## src/core/lbd_pkg.sv

```systemverilog
// Purpose: Shared constants and types for the LED backlight dimming and fault controller
// Assumes: 20 MHz control clock, AXI4-Lite register access
// Notes:   Times are kept in their own unit; cycle counts are derived from them

`default_nettype none

package lbd_pkg;

	// ==========================================================
	// Clock and times
	localparam int CLK_HZ          = 20_000_000;
	localparam int CYC_PER_US      = CLK_HZ / 1_000_000;
	localparam int SCAN_TIME_US    = 4200;
	localparam int FAULT_TIME_US   = 65000;
	localparam int FAULT_LOW_US    = 8125;
	localparam int MIN_ON_US       = 50;
	localparam int SCAN_CYCLES     = SCAN_TIME_US * CYC_PER_US;
	localparam int FAULT_CYCLES    = FAULT_TIME_US * CYC_PER_US;
	localparam int FAULT_LOW_CYCLES = FAULT_LOW_US * CYC_PER_US;
	localparam int MIN_ON_CYCLES   = MIN_ON_US * CYC_PER_US;

	// ==========================================================
	// Switching frequencies
	localparam int FSW_LOW_KHZ     = 500;
	localparam int FSW_MID_KHZ     = 750;
	localparam int FSW_HIGH_KHZ    = 1000;
	localparam logic [5:0] SW_PER_LOW  = 6'(CLK_HZ / (FSW_LOW_KHZ * 1000));
	localparam logic [5:0] SW_PER_MID  = 6'(CLK_HZ / (FSW_MID_KHZ * 1000));
	localparam logic [5:0] SW_PER_HIGH = 6'(CLK_HZ / (FSW_HIGH_KHZ * 1000));
	localparam logic [1:0] FREQ_LOW    = 2'h0;
	localparam logic [1:0] FREQ_MID    = 2'h1;
	localparam logic [1:0] FREQ_HIGH   = 2'h2;

	// ==========================================================
	// Dimming
	localparam int NSTR              = 6;
	localparam logic [7:0] AMP_FULL  = 8'hFF;
	localparam logic [7:0] AMP_KNEE  = 8'h20;
	localparam logic [19:0] PER_MAX  = 20'hF_FFFF;

	// ==========================================================
	// Register map
	localparam logic [7:0] REG_CTRL   = 8'h00;
	localparam logic [7:0] REG_STATUS = 8'h04;
	localparam logic [7:0] REG_DIM    = 8'h08;
	localparam logic       CTRL_RST   = 1'h1;
	localparam logic [1:0] RESP_OKAY  = 2'h0;
	localparam logic [1:0] RESP_SLVERR = 2'h2;

	typedef enum logic [2:0] {
		LBD_OFF,
		LBD_LOCKOUT,
		LBD_SCAN,
		LBD_RUN,
		LBD_FAULT
	} lbd_state_e;

endpackage : lbd_pkg

`default_nettype wire

```

## src/core/lbd_ctrl.sv

```systemverilog
// Purpose: Control logic of a six-string LED backlight driver
// Assumes: Comparator outputs arrive as asynchronous single-bit pins
// Notes:   Registers reached over AXI4-Lite; long counts are parameters

`timescale 1ns/1ps
`default_nettype none

// Contract
// - Hold controller off until supply passes lockout, with hysteresis before dropping.
// - Sample each feedback at power-up; grounded strings get current source disabled.
// - Finish the 4.2 ms string scan before the converter may switch.
// - After scan, string enables stay fixed despite later grounding.
// - Shutdown low turns off regulator, reference, current sources and control.
// - Tri-level select: ground 500, open 750, supply 1000 kHz.
// - Overvoltage asserted keeps switch off until output falls below threshold.
// - Current sources switch within 10 us, supporting 2 kHz dimming.
// - Over enabled strings derive highest level for fault, lowest for regulation.
// - Highest level over threshold past timeout latches fault; regulator stays on.
// - Direct pulse mode timeout is base interval divided by duty.
// - Analog mode: fixed timeout above 12.5%, else 8.125 ms over duty.
// - Mode input high selects analog dimming, low selects direct pulse.
// - Analog: duty sets amplitude above 12.5%, pulse-modulated below.
// - Direct mode: brightness gates converter and sources at full amplitude.
// - Pulsed current turn-on aligns with brightness input edge.
// - Sources off during converter off-time; output not discharged.
// - Direct mode ignores loop, runs 100 Hz to 2 kHz, minimum on-time applies.
// - Mode low with loop capacitor: duty tracking continues without affecting dimming.
module lbd_ctrl #(
	parameter int SCAN_CYC      = lbd_pkg::SCAN_CYCLES,
	parameter int FAULT_CYC     = lbd_pkg::FAULT_CYCLES,
	parameter int FAULT_LOW_CYC = lbd_pkg::FAULT_LOW_CYCLES
) (
	input  wire logic        aclk,
	input  wire logic        aresetn,
	input  wire logic [7:0]  s_axi_awaddr,
	input  wire logic        s_axi_awvalid,
	output logic             s_axi_awready,
	input  wire logic [31:0] s_axi_wdata,
	input  wire logic [3:0]  s_axi_wstrb,
	input  wire logic        s_axi_wvalid,
	output logic             s_axi_wready,
	output logic [1:0]       s_axi_bresp,
	output logic             s_axi_bvalid,
	input  wire logic        s_axi_bready,
	input  wire logic [7:0]  s_axi_araddr,
	input  wire logic        s_axi_arvalid,
	output logic             s_axi_arready,
	output logic [31:0]      s_axi_rdata,
	output logic [1:0]       s_axi_rresp,
	output logic             s_axi_rvalid,
	input  wire logic        s_axi_rready,
	input  wire logic        supply_above_on,
	input  wire logic        supply_above_off,
	input  wire logic        shutdown_n_input,
	input  wire logic        freq_sel_above_low,
	input  wire logic        freq_sel_above_high,
	input  wire logic        output_overvolt_sense,
	input  wire logic        brightness_pwm_in,
	input  wire logic        dim_mode_select,
	input  wire logic [5:0]  string_feedback_grounded,
	input  wire logic [5:0]  string_feedback_over,
	input  wire logic [5:0]  string_feedback_below,
	output logic             regulator_enable,
	output logic             control_enable,
	output logic             boost_switch,
	output logic [5:0]       string_source_on,
	output logic [7:0]       dim_amplitude,
	output logic [1:0]       freq_code,
	output logic             highest_string_level,
	output logic             lowest_string_level,
	output logic             fault_latched
);

	// ==========================================================
	// Pin synchronisers
	localparam int NPIN = 26;
	logic [NPIN-1:0] pin_raw;
	logic [NPIN-1:0] pin_m;
	logic [NPIN-1:0] pin_s;

	assign pin_raw = {string_feedback_below, string_feedback_over, string_feedback_grounded,
		dim_mode_select, brightness_pwm_in, output_overvolt_sense, freq_sel_above_high,
		freq_sel_above_low, shutdown_n_input, supply_above_off, supply_above_on};

	always_ff @(posedge aclk) begin
		if (!aresetn) begin
			pin_m <= '0;
			pin_s <= '0;
		end else begin
			pin_m <= pin_raw;
			pin_s <= pin_m;
		end
	end

	logic       sup_on;
	logic       sup_off;
	logic       shutdown_n_input_n;
	logic       fs_lo;
	logic       fs_hi;
	logic       ov;
	logic       bright;
	logic       analog;
	logic [5:0] fb_gnd;
	logic [5:0] fb_over;
	logic [5:0] fb_below;

	assign {fb_below, fb_over, fb_gnd, analog, bright, ov, fs_hi, fs_lo, shutdown_n_input_n, sup_off, sup_on} = pin_s;

	// ==========================================================
	// Helpers
	function automatic logic [5:0] sw_period(input logic [1:0] code);
		if (code == lbd_pkg::FREQ_LOW) begin
			sw_period = lbd_pkg::SW_PER_LOW;
		end else if (code == lbd_pkg::FREQ_HIGH) begin
			sw_period = lbd_pkg::SW_PER_HIGH;
		end else begin
			sw_period = lbd_pkg::SW_PER_MID;
		end
	endfunction : sw_period

	function automatic logic [1:0] reg_sel(input logic [7:0] addr);
		if (addr == lbd_pkg::REG_CTRL) begin
			reg_sel = 2'h0;
		end else if (addr == lbd_pkg::REG_STATUS) begin
			reg_sel = 2'h1;
		end else if (addr == lbd_pkg::REG_DIM) begin
			reg_sel = 2'h2;
		end else begin
			reg_sel = 2'h3;
		end
	endfunction : reg_sel

	// ==========================================================
	// Supply lockout with hysteresis
	logic supply_ok;

	always_ff @(posedge aclk) begin
		if (!aresetn) begin
			supply_ok <= 1'b0;
		end else if (sup_on) begin
			supply_ok <= 1'b1;
		end else if (!sup_off) begin
			supply_ok <= 1'b0;
		end
	end

	// ==========================================================
	// Main sequence
	lbd_pkg::lbd_state_e state;
	logic [20:0]         scan_cnt;
	logic [5:0]          string_en;
	logic [20:0]         fault_cnt;
	logic                duty_above;
	logic                fault_trip;

	assign fault_trip = (!analog || duty_above) ? (fault_cnt >= 21'(FAULT_CYC))
		: (fault_cnt >= 21'(FAULT_LOW_CYC));

	always_ff @(posedge aclk) begin
		if (!aresetn) begin
			state     <= lbd_pkg::LBD_OFF;
			scan_cnt  <= '0;
			string_en <= '0;
		end else if (!shutdown_n_input_n) begin
			state <= lbd_pkg::LBD_OFF;
		end else if (!supply_ok) begin
			state <= lbd_pkg::LBD_LOCKOUT;
		end else begin
			case (state)
				lbd_pkg::LBD_OFF, lbd_pkg::LBD_LOCKOUT: begin
					state    <= lbd_pkg::LBD_SCAN;
					scan_cnt <= '0;
				end
				lbd_pkg::LBD_SCAN: begin
					if (scan_cnt >= 21'(SCAN_CYC - 1)) begin
						string_en <= ~fb_gnd;
						state     <= lbd_pkg::LBD_RUN;
					end else begin
						scan_cnt <= scan_cnt + 21'h0_0001;
					end
				end
				lbd_pkg::LBD_RUN: begin
					if (fault_trip) begin
						state <= lbd_pkg::LBD_FAULT;
					end
				end
				default: begin
					state <= state;
				end
			endcase
		end
	end

	// ==========================================================
	// Brightness duty measurement
	logic        bright_d;
	logic [19:0] per_cnt;
	logic [19:0] hi_cnt;
	logic [19:0] per_lat;
	logic [19:0] rem;
	logic [20:0] rem2;
	logic [3:0]  div_cnt;
	logic [7:0]  quo;
	logic [7:0]  duty;
	logic        rise;
	logic        fall;

	assign rise = bright && !bright_d;
	assign fall = !bright && bright_d;
	assign rem2 = {rem, 1'b0};

	always_ff @(posedge aclk) begin
		if (!aresetn) begin
			bright_d   <= 1'b0;
			per_cnt    <= '0;
			hi_cnt     <= '0;
			per_lat    <= '0;
			rem        <= '0;
			div_cnt    <= '0;
			quo        <= '0;
			duty       <= '0;
			duty_above <= 1'b0;
		end else begin
			bright_d <= bright;
			if (rise) begin
				per_cnt    <= 20'h0_0001;
				hi_cnt     <= 20'h0_0001;
				per_lat    <= per_cnt;
				rem        <= hi_cnt;
				div_cnt    <= 4'h8;
				quo        <= '0;
				duty_above <= {hi_cnt, 3'b000} > {3'b000, per_cnt};
			end else if (per_cnt == lbd_pkg::PER_MAX) begin
				duty       <= bright ? lbd_pkg::AMP_FULL : 8'h00;
				duty_above <= bright;
			end else begin
				per_cnt <= per_cnt + 20'h0_0001;
				if (bright) begin
					hi_cnt <= hi_cnt + 20'h0_0001;
				end
			end
			if (div_cnt != 4'h0) begin
				div_cnt <= div_cnt - 4'h1;
				if (rem2 >= {1'b0, per_lat}) begin
					rem <= 20'(rem2 - {1'b0, per_lat});
					quo <= {quo[6:0], 1'b1};
				end else begin
					rem <= rem2[19:0];
					quo <= {quo[6:0], 1'b0};
				end
			end
			if (div_cnt == 4'h1) begin
				duty <= {quo[6:0], rem2 >= {1'b0, per_lat}};
			end
		end
	end

	// ==========================================================
	// Dimming gate
	logic        pulse_on;
	logic [10:0] on_cnt;
	logic        steady;
	logic        gate;

	assign steady = analog && duty_above;
	assign gate   = steady || pulse_on;

	always_ff @(posedge aclk) begin
		if (!aresetn) begin
			pulse_on <= 1'b0;
			on_cnt   <= '0;
		end else if (rise) begin
			pulse_on <= 1'b1;
			on_cnt   <= '0;
		end else begin
			if (on_cnt < 11'(lbd_pkg::MIN_ON_CYCLES)) begin
				on_cnt <= on_cnt + 11'h001;
			end
			if (!bright && on_cnt >= 11'(lbd_pkg::MIN_ON_CYCLES)) begin
				pulse_on <= 1'b0;
			end
		end
	end

	// ==========================================================
	// String levels and fault timer
	logic count_en;

	assign count_en = (analog && duty_above) ? 1'b1 : bright;

	always_ff @(posedge aclk) begin
		if (!aresetn) begin
			highest_string_level <= 1'b0;
			lowest_string_level  <= 1'b0;
			fault_cnt            <= '0;
		end else begin
			highest_string_level <= |(fb_over & string_en);
			lowest_string_level  <= |(fb_below & string_en);
			if (state != lbd_pkg::LBD_RUN || !highest_string_level) begin
				fault_cnt <= '0;
			end else if (count_en && !fault_trip) begin
				fault_cnt <= fault_cnt + 21'h00_0001;
			end
		end
	end

	// ==========================================================
	// Converter switching and outputs
	logic [5:0] sw_cnt;
	logic [5:0] sw_per;
	logic       ctrl_run;
	logic       running;
	logic [1:0] fcode;

	assign running = state == lbd_pkg::LBD_RUN;
	assign fcode = !fs_lo ? lbd_pkg::FREQ_LOW : (fs_hi ? lbd_pkg::FREQ_HIGH : lbd_pkg::FREQ_MID);
	assign sw_per = sw_period(fcode);

	always_ff @(posedge aclk) begin
		if (!aresetn) begin
			sw_cnt           <= '0;
			freq_code        <= lbd_pkg::FREQ_LOW;
			boost_switch     <= 1'b0;
			string_source_on <= '0;
			dim_amplitude    <= '0;
			regulator_enable <= 1'b0;
			control_enable   <= 1'b0;
			fault_latched    <= 1'b0;
		end else begin
			freq_code <= fcode;
			if (sw_cnt >= sw_per - 6'h01) begin
				sw_cnt <= '0;
			end else begin
				sw_cnt <= sw_cnt + 6'h01;
			end
			boost_switch <= running && ctrl_run && gate && !ov && lowest_string_level
				&& (sw_cnt < {1'b0, sw_per[5:1]});
			string_source_on <= (running && ctrl_run && gate) ? string_en : 6'h00;
			if (!analog) begin
				dim_amplitude <= lbd_pkg::AMP_FULL;
			end else if (duty_above) begin
				dim_amplitude <= duty;
			end else begin
				dim_amplitude <= lbd_pkg::AMP_KNEE;
			end
			regulator_enable <= shutdown_n_input_n;
			control_enable   <= shutdown_n_input_n && supply_ok && state != lbd_pkg::LBD_FAULT;
			fault_latched    <= state == lbd_pkg::LBD_FAULT;
		end
	end

	// ==========================================================
	// AXI4-Lite slave
	logic        aw_got;
	logic        w_got;
	logic [7:0]  aw_addr;
	logic [31:0] w_data;
	logic [3:0]  w_strb;
	logic [31:0] status;

	assign status = {8'h00, duty, 1'b0, analog, lowest_string_level, highest_string_level,
		freq_code, string_en, fault_latched, state};

	always_ff @(posedge aclk) begin
		if (!aresetn) begin
			aw_got        <= 1'b0;
			w_got         <= 1'b0;
			aw_addr       <= '0;
			w_data        <= '0;
			w_strb        <= '0;
			s_axi_awready <= 1'b1;
			s_axi_wready  <= 1'b1;
			s_axi_bvalid  <= 1'b0;
			s_axi_bresp   <= lbd_pkg::RESP_OKAY;
			ctrl_run      <= lbd_pkg::CTRL_RST;
		end else begin
			if (s_axi_awvalid && s_axi_awready) begin
				aw_got        <= 1'b1;
				aw_addr       <= s_axi_awaddr;
				s_axi_awready <= 1'b0;
			end
			if (s_axi_wvalid && s_axi_wready) begin
				w_got        <= 1'b1;
				w_data       <= s_axi_wdata;
				w_strb       <= s_axi_wstrb;
				s_axi_wready <= 1'b0;
			end
			if (aw_got && w_got && !s_axi_bvalid) begin
				s_axi_bvalid <= 1'b1;
				s_axi_bresp  <= (reg_sel(aw_addr) == 2'h3) ? lbd_pkg::RESP_SLVERR : lbd_pkg::RESP_OKAY;
				if (reg_sel(aw_addr) == 2'h0 && w_strb[0]) begin
					ctrl_run <= w_data[0];
				end
			end
			if (s_axi_bvalid && s_axi_bready) begin
				s_axi_bvalid  <= 1'b0;
				aw_got        <= 1'b0;
				w_got         <= 1'b0;
				s_axi_awready <= 1'b1;
				s_axi_wready  <= 1'b1;
			end
		end
	end

	always_ff @(posedge aclk) begin
		if (!aresetn) begin
			s_axi_arready <= 1'b1;
			s_axi_rvalid  <= 1'b0;
			s_axi_rdata   <= '0;
			s_axi_rresp   <= lbd_pkg::RESP_OKAY;
		end else if (s_axi_arvalid && s_axi_arready) begin
			s_axi_arready <= 1'b0;
			s_axi_rvalid  <= 1'b1;
			s_axi_rresp   <= lbd_pkg::RESP_OKAY;
			if (reg_sel(s_axi_araddr) == 2'h0) begin
				s_axi_rdata <= {31'h0000_0000, ctrl_run};
			end else if (reg_sel(s_axi_araddr) == 2'h1) begin
				s_axi_rdata <= status;
			end else if (reg_sel(s_axi_araddr) == 2'h2) begin
				s_axi_rdata <= {24'h00_0000, dim_amplitude};
			end else begin
				s_axi_rdata <= '0;
				s_axi_rresp <= lbd_pkg::RESP_SLVERR;
			end
		end else if (s_axi_rvalid && s_axi_rready) begin
			s_axi_rvalid  <= 1'b0;
			s_axi_arready <= 1'b1;
		end
	end

endmodule : lbd_ctrl

`default_nettype wire

```

## config.mk

```make
export PLATFORM = sky130hd
export DESIGN_NAME = lbd_ctrl
export DESIGN_NICKNAME = d
export VERILOG_FILES = /design/src/core/lbd_pkg.sv /design/src/core/lbd_ctrl.sv
export SDC_FILE = /design/constraint.sdc
export NUM_CORES = 1
export LEC_CHECK = 0
export BUFFER_PORTS_ARGS = -buffer_cell sky130_fd_sc_hd__buf_2
export CAP_MARGIN = 20
export CORE_MARGIN = 3
export CORE_UTILIZATION = 59
export DETAILED_ROUTE_END_ITERATION = 10
export GPL_TIMING_DRIVEN = 0
export PLACE_DENSITY_LB_ADDON = 0.2
export RECOVER_POWER = 50
export SLEW_MARGIN = 20
export SYNTH_ARGS = -nofsm -noshare
export SYNTH_HDL_FRONTEND = slang
export SYNTH_SLANG_ARGS = --single-unit
```

## constraint.sdc

```tcl
create_clock -name aclk -period 2.9 [get_ports aclk]
set_clock_uncertainty 0.2 [all_clocks]
set_input_delay 0.145 -clock aclk [delete_from_list [all_inputs] [get_ports aclk]]
set_output_delay 0.145 -clock aclk [all_outputs]
set_load 0.02 [all_outputs]
```

==> out/metrics.csv, run 1 <==
stage,metric,value,unit
placement,gp_congestion,0.902,
critical_path,cp-start-kind,register,
timing,setup_viol_count_final,0,
power,leakage,0.00601,uW
global_routing,grt_pass1_vias,11300,
run_status,status,completed,
global_routing,grt_usage,0.289,
final_layout,diodes,0,
route,vias,11700,
timing,fin_crit,2.84,ns
cts,clkLatencyLatePin,0.58,ns
placement,dp_hpwl,23400,um
final_layout,multiInputGateArea,6580,um2
synth,synth_top_area_frac,0.447,
cts,cts-root-buf,clkbuf_16,
critical_path,crit_fanout,5,
worst_hold_path,hold_path_class,in -> reg,
final_layout,drive_gt1_frac,0.0935,
final_layout,fill_cells,1558,
synth,ys_seq_elements,288,
route,via_per_inst,5.81,
synth,async_flop_share,0,
synth,syn_avg_cell_area,8.62,um2
final_layout,finalNetCount,1850,
synth,yosysTopAreaCell,dfxtp_1,
synth,synthFlopType,dfxtp_1,
placement,io_buffers,101,
synth,synthSimpleGateAreaFrac,0.230,
final_layout,area_delta_synth_final,20.7,%
cts,clk_pin_slew,0.06,ns
global_routing,grt_max_degree,17,
timing,max_freq,0.352,GHz
synth,synth_top_family_by_area,simple AND/OR/NAND/NOR gates,
cts,cts_tree,done,
floorplanning,core_area,21300,um2
floorplanning,start_util,0.606,
route,drtAntennaViolNets,0,
global_routing,grt_pass1_wl,56700,um
final_layout,fin_cells,2007,
synth,synth_seq_area_share,0.447,
floorplanning,fp.dieArea,23700,um2
critical_path,required,3.14,ns
final_layout,regArea,5770,um2
synth,muxShareOfSynthArea,0.0217,
synth,ys_warn_count,0,
timing,relSlewSlack,0.302,
route,drcViolationCount,0,
synth,synth.distinct_cells,79,
route,drt-initial-drc-count,1164,
final_layout,final_common_cell,dfxtp_1,
global_routing,antenna_found_initial,0,
cts,numCtsBuffers,30,
flow_run,drv_cap,0,
floorplanning,row_count,53,
timing,hold_violations,0,
timing,max_slew.worst_pin.slew,1.04,ns
synth,synth-xor-area-share,0.0570,
synth,synth_edf_count,0,
route,first_pass_iters,6,
timing,fin_crit_sh,0.981,
floorplanning,die_y,154,um
synth,syn_inst,1497,
critical_path,endpoint_kind,register,
route,drt_wl_total,35300,um
power,cellPowerDensity,834,nW/um2
timing,holdWs,0.118,ns
cts,h-tree-depth,1,
critical_path,cp_data_arrival_time,3.08,ns
synth,synth_top_cells_by_area,"dfxtp_1 45%, ha_1 5.3%, nor2_1 5.0%",
global_routing,grt-ovfl-total,0,
synth,synthAdderAreaFrac,0.0549,
cts,numClockSinks,288,
timing,finalSetupTns,0,ns
timing,rsz0062_at_grt,yes,
placement,dp_cells,1883,
final_layout,final_cell_mix,"287 x dfxtp_1, 172 x nor2_1, 160 x nand2_1",
critical_path,crit_type,reg -> reg,
floorplanning,die_x,154,um
floorplanning,pin_count,148,
route,wl_per_cell,17.6,um
power,ir_worst_vdd,0.675,mV
cts,clk_path_buf_depth,3,
critical_path,regToRegSetupSlack,0.06,ns
synth,synth_area,12900,um2
synth,synth-compound-area-share,0.138,
timing,slew_violations,0,
## cell families (layout without fill, tap and decap cells)
kind of cell / Yosys count / count (layout)
AND/OR/NAND/NOR: 614 / 614
flip-flops: 288 / 288
AO/OA/AOI/OAI: 283 / 283
buffers and inverters: 143 / 368
XOR/XNOR: 84 / 84
adder cells (fa/ha/maj): 56 / 56
multiplexers: 28 / 28
other: 1 / 11
## stage by stage
step / setup slack (ns) / utilization / power, uW / cell area, um2
2_1_floorplan: 0.285 / - / 7430 / 12900
3_3_place_gp: 0.00744 / 0.648 / 8250 / 13800
3_5_place_dp: -0.105 / 0.648 / 8320 / 13800
4_1_cts: 0.0213 / 0.734 / 13000 / 15600
5_1_grt: -0.0357 / 0.732 / 13500 / 15600
6_report: 0.0564 / 0.732 / 13000 / 15600
## report_power, final
group / total, uW / switching, uW / internal (uW)
clock: 4160 / 1620 / 2540
combinational: 4420 / 2520 / 1900
sequential: 4410 / 207 / 4200
## layer usage
layer / track usage / routed length [um] / up-vias
met5: 0 / 0 / -
met4: 0.100 / 1200 / 0
met3: 0.0462 / 2500 / 105
met2: 0.483 / 16300 / 490
met1: 0.382 / 15300 / 5503
li1: - / - / 5568
## repair_timing
action,4_1_cts,5_1_grt
cloned,1,0
hold buffers,66,0
buffers inserted,2,2
endpoints found under the hold margin,46,0
pin swaps,3,7
gates resized for setup,10,13
setup endpoints to repair,18,40
## worst max-delay path, cell delays in order (launching register included)
cell and delay (ns):
dfxtp_2 0.33, inv_2 0.05, ha_4 0.26, nor2b_4 0.17
o2111ai_4 0.16, a311o_1 0.42, a31oi_2 0.21, o21ai_2 0.11
a21oi_4 0.23, buf_8 0.18, mux2i_1 0.08, a311o_1 0.31
## registers in the layout (all words and copies together) (netlist names), 11 cells and up
register,count
pin_m,26
pin_s,26
s_axi_rdata,23
fault_cnt,21
scan_cnt,21
hi_cnt,20
per_cnt,20
per_lat,20
rem,20
on_cnt,11
## area by class of cell
class | instances | share of cell area
Multi-Input combinational cell | 1076 | 0.422
Sequential cell | 288 | 0.370
Timing Repair Buffer | 171 | 0.0729
Clock buffer | 39 | 0.0529
Buffer | 74 | 0.0263
Tap cell | 275 | 0.0221
Clock inverter | 16 | 0.0167
Inverter | 68 | 0.0164
## cell usage after synthesis, types with 4 or more instances
| cell | instances |
|---|---|
| xnor2_1 | 51 |
| dfxtp_1 | 288 |
| nand3_1 | 59 |
| nand4_1 | 25 |
| and2_1 | 71 |
| a21oi_1 | 123 |
| a211oi_1 | 9 |
| o22ai_1 | 8 |
| nor3_1 | 26 |
| buf_4 | 12 |
| and4_1 | 6 |
| o21ai_0 | 45 |
| buf_6 | 4 |
| a21o_1 | 10 |
| nor4_1 | 17 |
| a31oi_1 | 14 |
| inv_1 | 68 |
| or3_1 | 14 |
| clkbuf_1 | 41 |
| ha_1 | 55 |
| buf_1 | 5 |
| nand2b_1 | 9 |
| xor2_1 | 33 |
| a22oi_1 | 22 |
| o21a_1 | 7 |
| nand2_1 | 160 |
| mux2i_1 | 28 |
| buf_2 | 8 |
| nor2_1 | 173 |
| a2111oi_0 | 4 |
| a222oi_1 | 6 |
| nor2b_1 | 9 |
| and3_1 | 19 |
| nor3b_1 | 4 |
## path summary, 6_finish.rpt
path                                   startpoint      endpoint  cells past startpoint
worst max-delay path                   per_lat[1]       rem[16]                     11
worst min-delay path            brightness_pwm_in      pin_m[6]                      3
worst max register to register         per_lat[1]       rem[16]                     11
worst min register to register           pin_s[9]  string_en[1]                      1
Note: power is estimated with default switching activity, not from simulation.
==> inputs of run 2 (changes only) <==
--- a/config.mk
+++ b/config.mk
@@ -11,2 +11,3 @@
 export CORE_UTILIZATION = 59
+export CTS_CLUSTER_SIZE = 10
 export DETAILED_ROUTE_END_ITERATION = 10
--- a/constraint.sdc
+++ b/constraint.sdc
@@ -4,2 +4,2 @@
 set_output_delay 0.145 -clock aclk [all_outputs]
-set_load 0.02 [all_outputs]
+set_load 0.1 [all_outputs]
==> run 2 against run 1 <==
Via count decreased by 0.81%; clock power decreased by 5.5%; register-to-register slack about the same; critical path type unchanged; clock-buffer cell count increased by 2; total power increased by 0.13%; sequential cell count unchanged; fmax increased by 0.33%; worst setup slack improved by 0.0093 ns; sequential power about the same.
==> out/metrics.csv, run 2 (synthesized netlist as in run 1, its figures left out) <==
stage,metric,value,unit,change
run_status,status,completed,,
floorplanning,pin_count,148,,unchanged
placement,gp_congestion,0.902,,unchanged
floorplanning,core_area,21300,um2,unchanged
route,vias,11600,,-0.81%
cts,clkLatencyLatePin,0.51,ns,-0.07 ns
timing,fin_crit,2.83,ns,-0.00929 ns
floorplanning,die_y,154,um,unchanged
final_layout,fill_cells,1576,,+1.2%
global_routing,grt-ovfl-total,0,,unchanged
placement,place_ws,-0.105,ns,unchanged
route,drtAntennaViolNets,0,,unchanged
cts,numCtsBuffers,35,,+17%
critical_path,cp_data_arrival_time,3.02,ns,-0.06 ns
global_routing,grt_max_degree,11,,-6
timing,holdWs,0.181,ns,+0.0628 ns
cts,numClockSinks,288,,unchanged
floorplanning,row_count,53,,unchanged
timing,fin_crit_sh,0.977,,-0.00320
cts,h-tree-depth,2,,+1
route,via_per_inst,5.79,,-0.37%
global_routing,grt_usage,0.285,,-0.00387
critical_path,crit_type,reg -> reg,,
critical_path,crit_fanout,7,,+2
flow_run,drv_cap,0,,unchanged
route,wl_per_cell,17.5,um,-0.75%
timing,rsz0062_at_grt,yes,,
placement,io_buffers,101,,unchanged
global_routing,grt_pass1_vias,11200,,-0.75%
global_routing,antenna_found_initial,0,,unchanged
final_layout,area_delta_synth_final,20.2,%,
floorplanning,die_x,154,um,unchanged
route,drcViolationCount,0,,unchanged
route,drt-initial-drc-count,996,,-14%
timing,relSlewSlack,0.151,,-0.151
power,cellPowerDensity,839,nW/um2,+0.56%
cts,cts_tree,done,,
timing,hold_violations,0,,unchanged
final_layout,multiInputGateArea,6580,um2,about the same
final_layout,regArea,5770,um2,unchanged
timing,setup_viol_count_final,0,,unchanged
critical_path,cp-start-kind,register,,
final_layout,final_cell_mix,"287 x dfxtp_1, 172 x nor2_1, 160 x nand2_1",,
floorplanning,fp.dieArea,23700,um2,unchanged
timing,setup_ws,0.0657,ns,+0.00929 ns
cts,clk_path_buf_depth,3,,unchanged
final_layout,drive_gt1_frac,0.0888,,-0.00473
final_layout,finalNetCount,1856,,+0.32%
final_layout,diodes,0,,unchanged
cts,cts-root-buf,clkbuf_16,,
cts,clk_pin_slew,0.05,ns,about the same
global_routing,grt_pass1_wl,55800,um,-1.6%
timing,max_slew.worst_pin.slew,1.28,ns,+0.239 ns
critical_path,endpoint_kind,register,,
critical_path,required,3.09,ns,-0.05 ns
final_layout,top_regs,"pin_m (26), pin_s (26), s_axi_rdata (23)",,
power,leakage,0.00599,uW,-0.48%
worst_hold_path,hold_path_class,in -> reg,,
timing,slew_violations,0,,unchanged
power,ir_worst_vdd,0.661,mV,-2.1%
timing,max_freq,0.353,GHz,+0.33%
critical_path,regToRegSetupSlack,0.07,ns,about the same
route,first_pass_iters,7,,+1
floorplanning,start_util,0.606,,unchanged
placement,dp_hpwl,23400,um,unchanged
route,drt_wl_total,34900,um,-1.2%
final_layout,final_common_cell,dfxtp_1,,
==> run 2: cell count changes in the layout (fill, tap and decap cells not counted), sizes merged <==
cell | before | now
bufinv | 6 | 1
inv | 68 | 71
clkbuf | 137 | 142
buf | 79 | 77
clkinvlp | 2 | 0
clkinv | 8 | 0
==> run 2: repair_timing <==
item,in CTS,in global routing
gates cloned,0,1
endpoints found under the hold margin,46,0
pin swaps,3,4
endpoints found under the setup margin,17,35
resized for setup,3,20
buffers inserted,1,2
hold buffers,66,0
==> run 2: worst paths after layout <==
kind                           startpoint           end  cells past startpoint
setup reg to reg              per_lat[18]       rem[12]                      9
setup / recovery              per_lat[18]       rem[12]                      9
hold / removal    string_feedback_over[4]     pin_m[18]                      3
hold reg to reg                 pin_s[12]  string_en[4]                      1
==> run 2: layout make-up <==
cell class,count,area share
Clock buffer,41,0.0592
Multi-Input combinational cell,1076,0.424
Clock inverter,4,0.00508
Inverter,68,0.0165
Sequential cell,288,0.372
Buffer,75,0.0272
Timing Repair Buffer,171,0.0741
Tap cell,275,0.0222
==> run 2: power by group <==
part	internal, uW	switching, uW	total, uW
Combinational	2000	2670	4660
Sequential	4210	205	4410
Clock	2330	1600	3930
Total	8530	4480	13000
==> run 2: worst max-delay path, cell delays in order, from the launching register on <==
cell	delay, ns
dfxtp_1	0.33
inv_1	0.07
ha_1	0.38
a2111oi_1	0.59
o41ai_2	0.19
nor2_2	0.22
a21oi_4	0.12
clkbuf_16	0.20
o311ai_0	0.35
a21oi_1	0.07
==> run 2: metal layers <==
layer  wire length (um)  share of wire  GRT usage  up-vias
li1                   -              -          -     5571
met1              15300           0.44      0.381     5480
met2              16400           0.47      0.472      439
met3               2190          0.063     0.0456       81
met4               1000          0.029     0.0967        0
met5                  0              0          0        -
==> run 2: stage by stage <==
stage          std cells  power (uW)  cell area [um2]   util  TNS [ns]
2_1_floorplan       1507        7570            12900      -         0
3_3_place_gp        1883        8400            13800  0.648         0
3_5_place_dp        1883        8460            13800  0.648    -0.990
4_1_cts             1995       12500            15500  0.727         0
5_1_grt             1998       13600            15500  0.729  -0.00756
6_report            1998       13000            15500  0.729         0
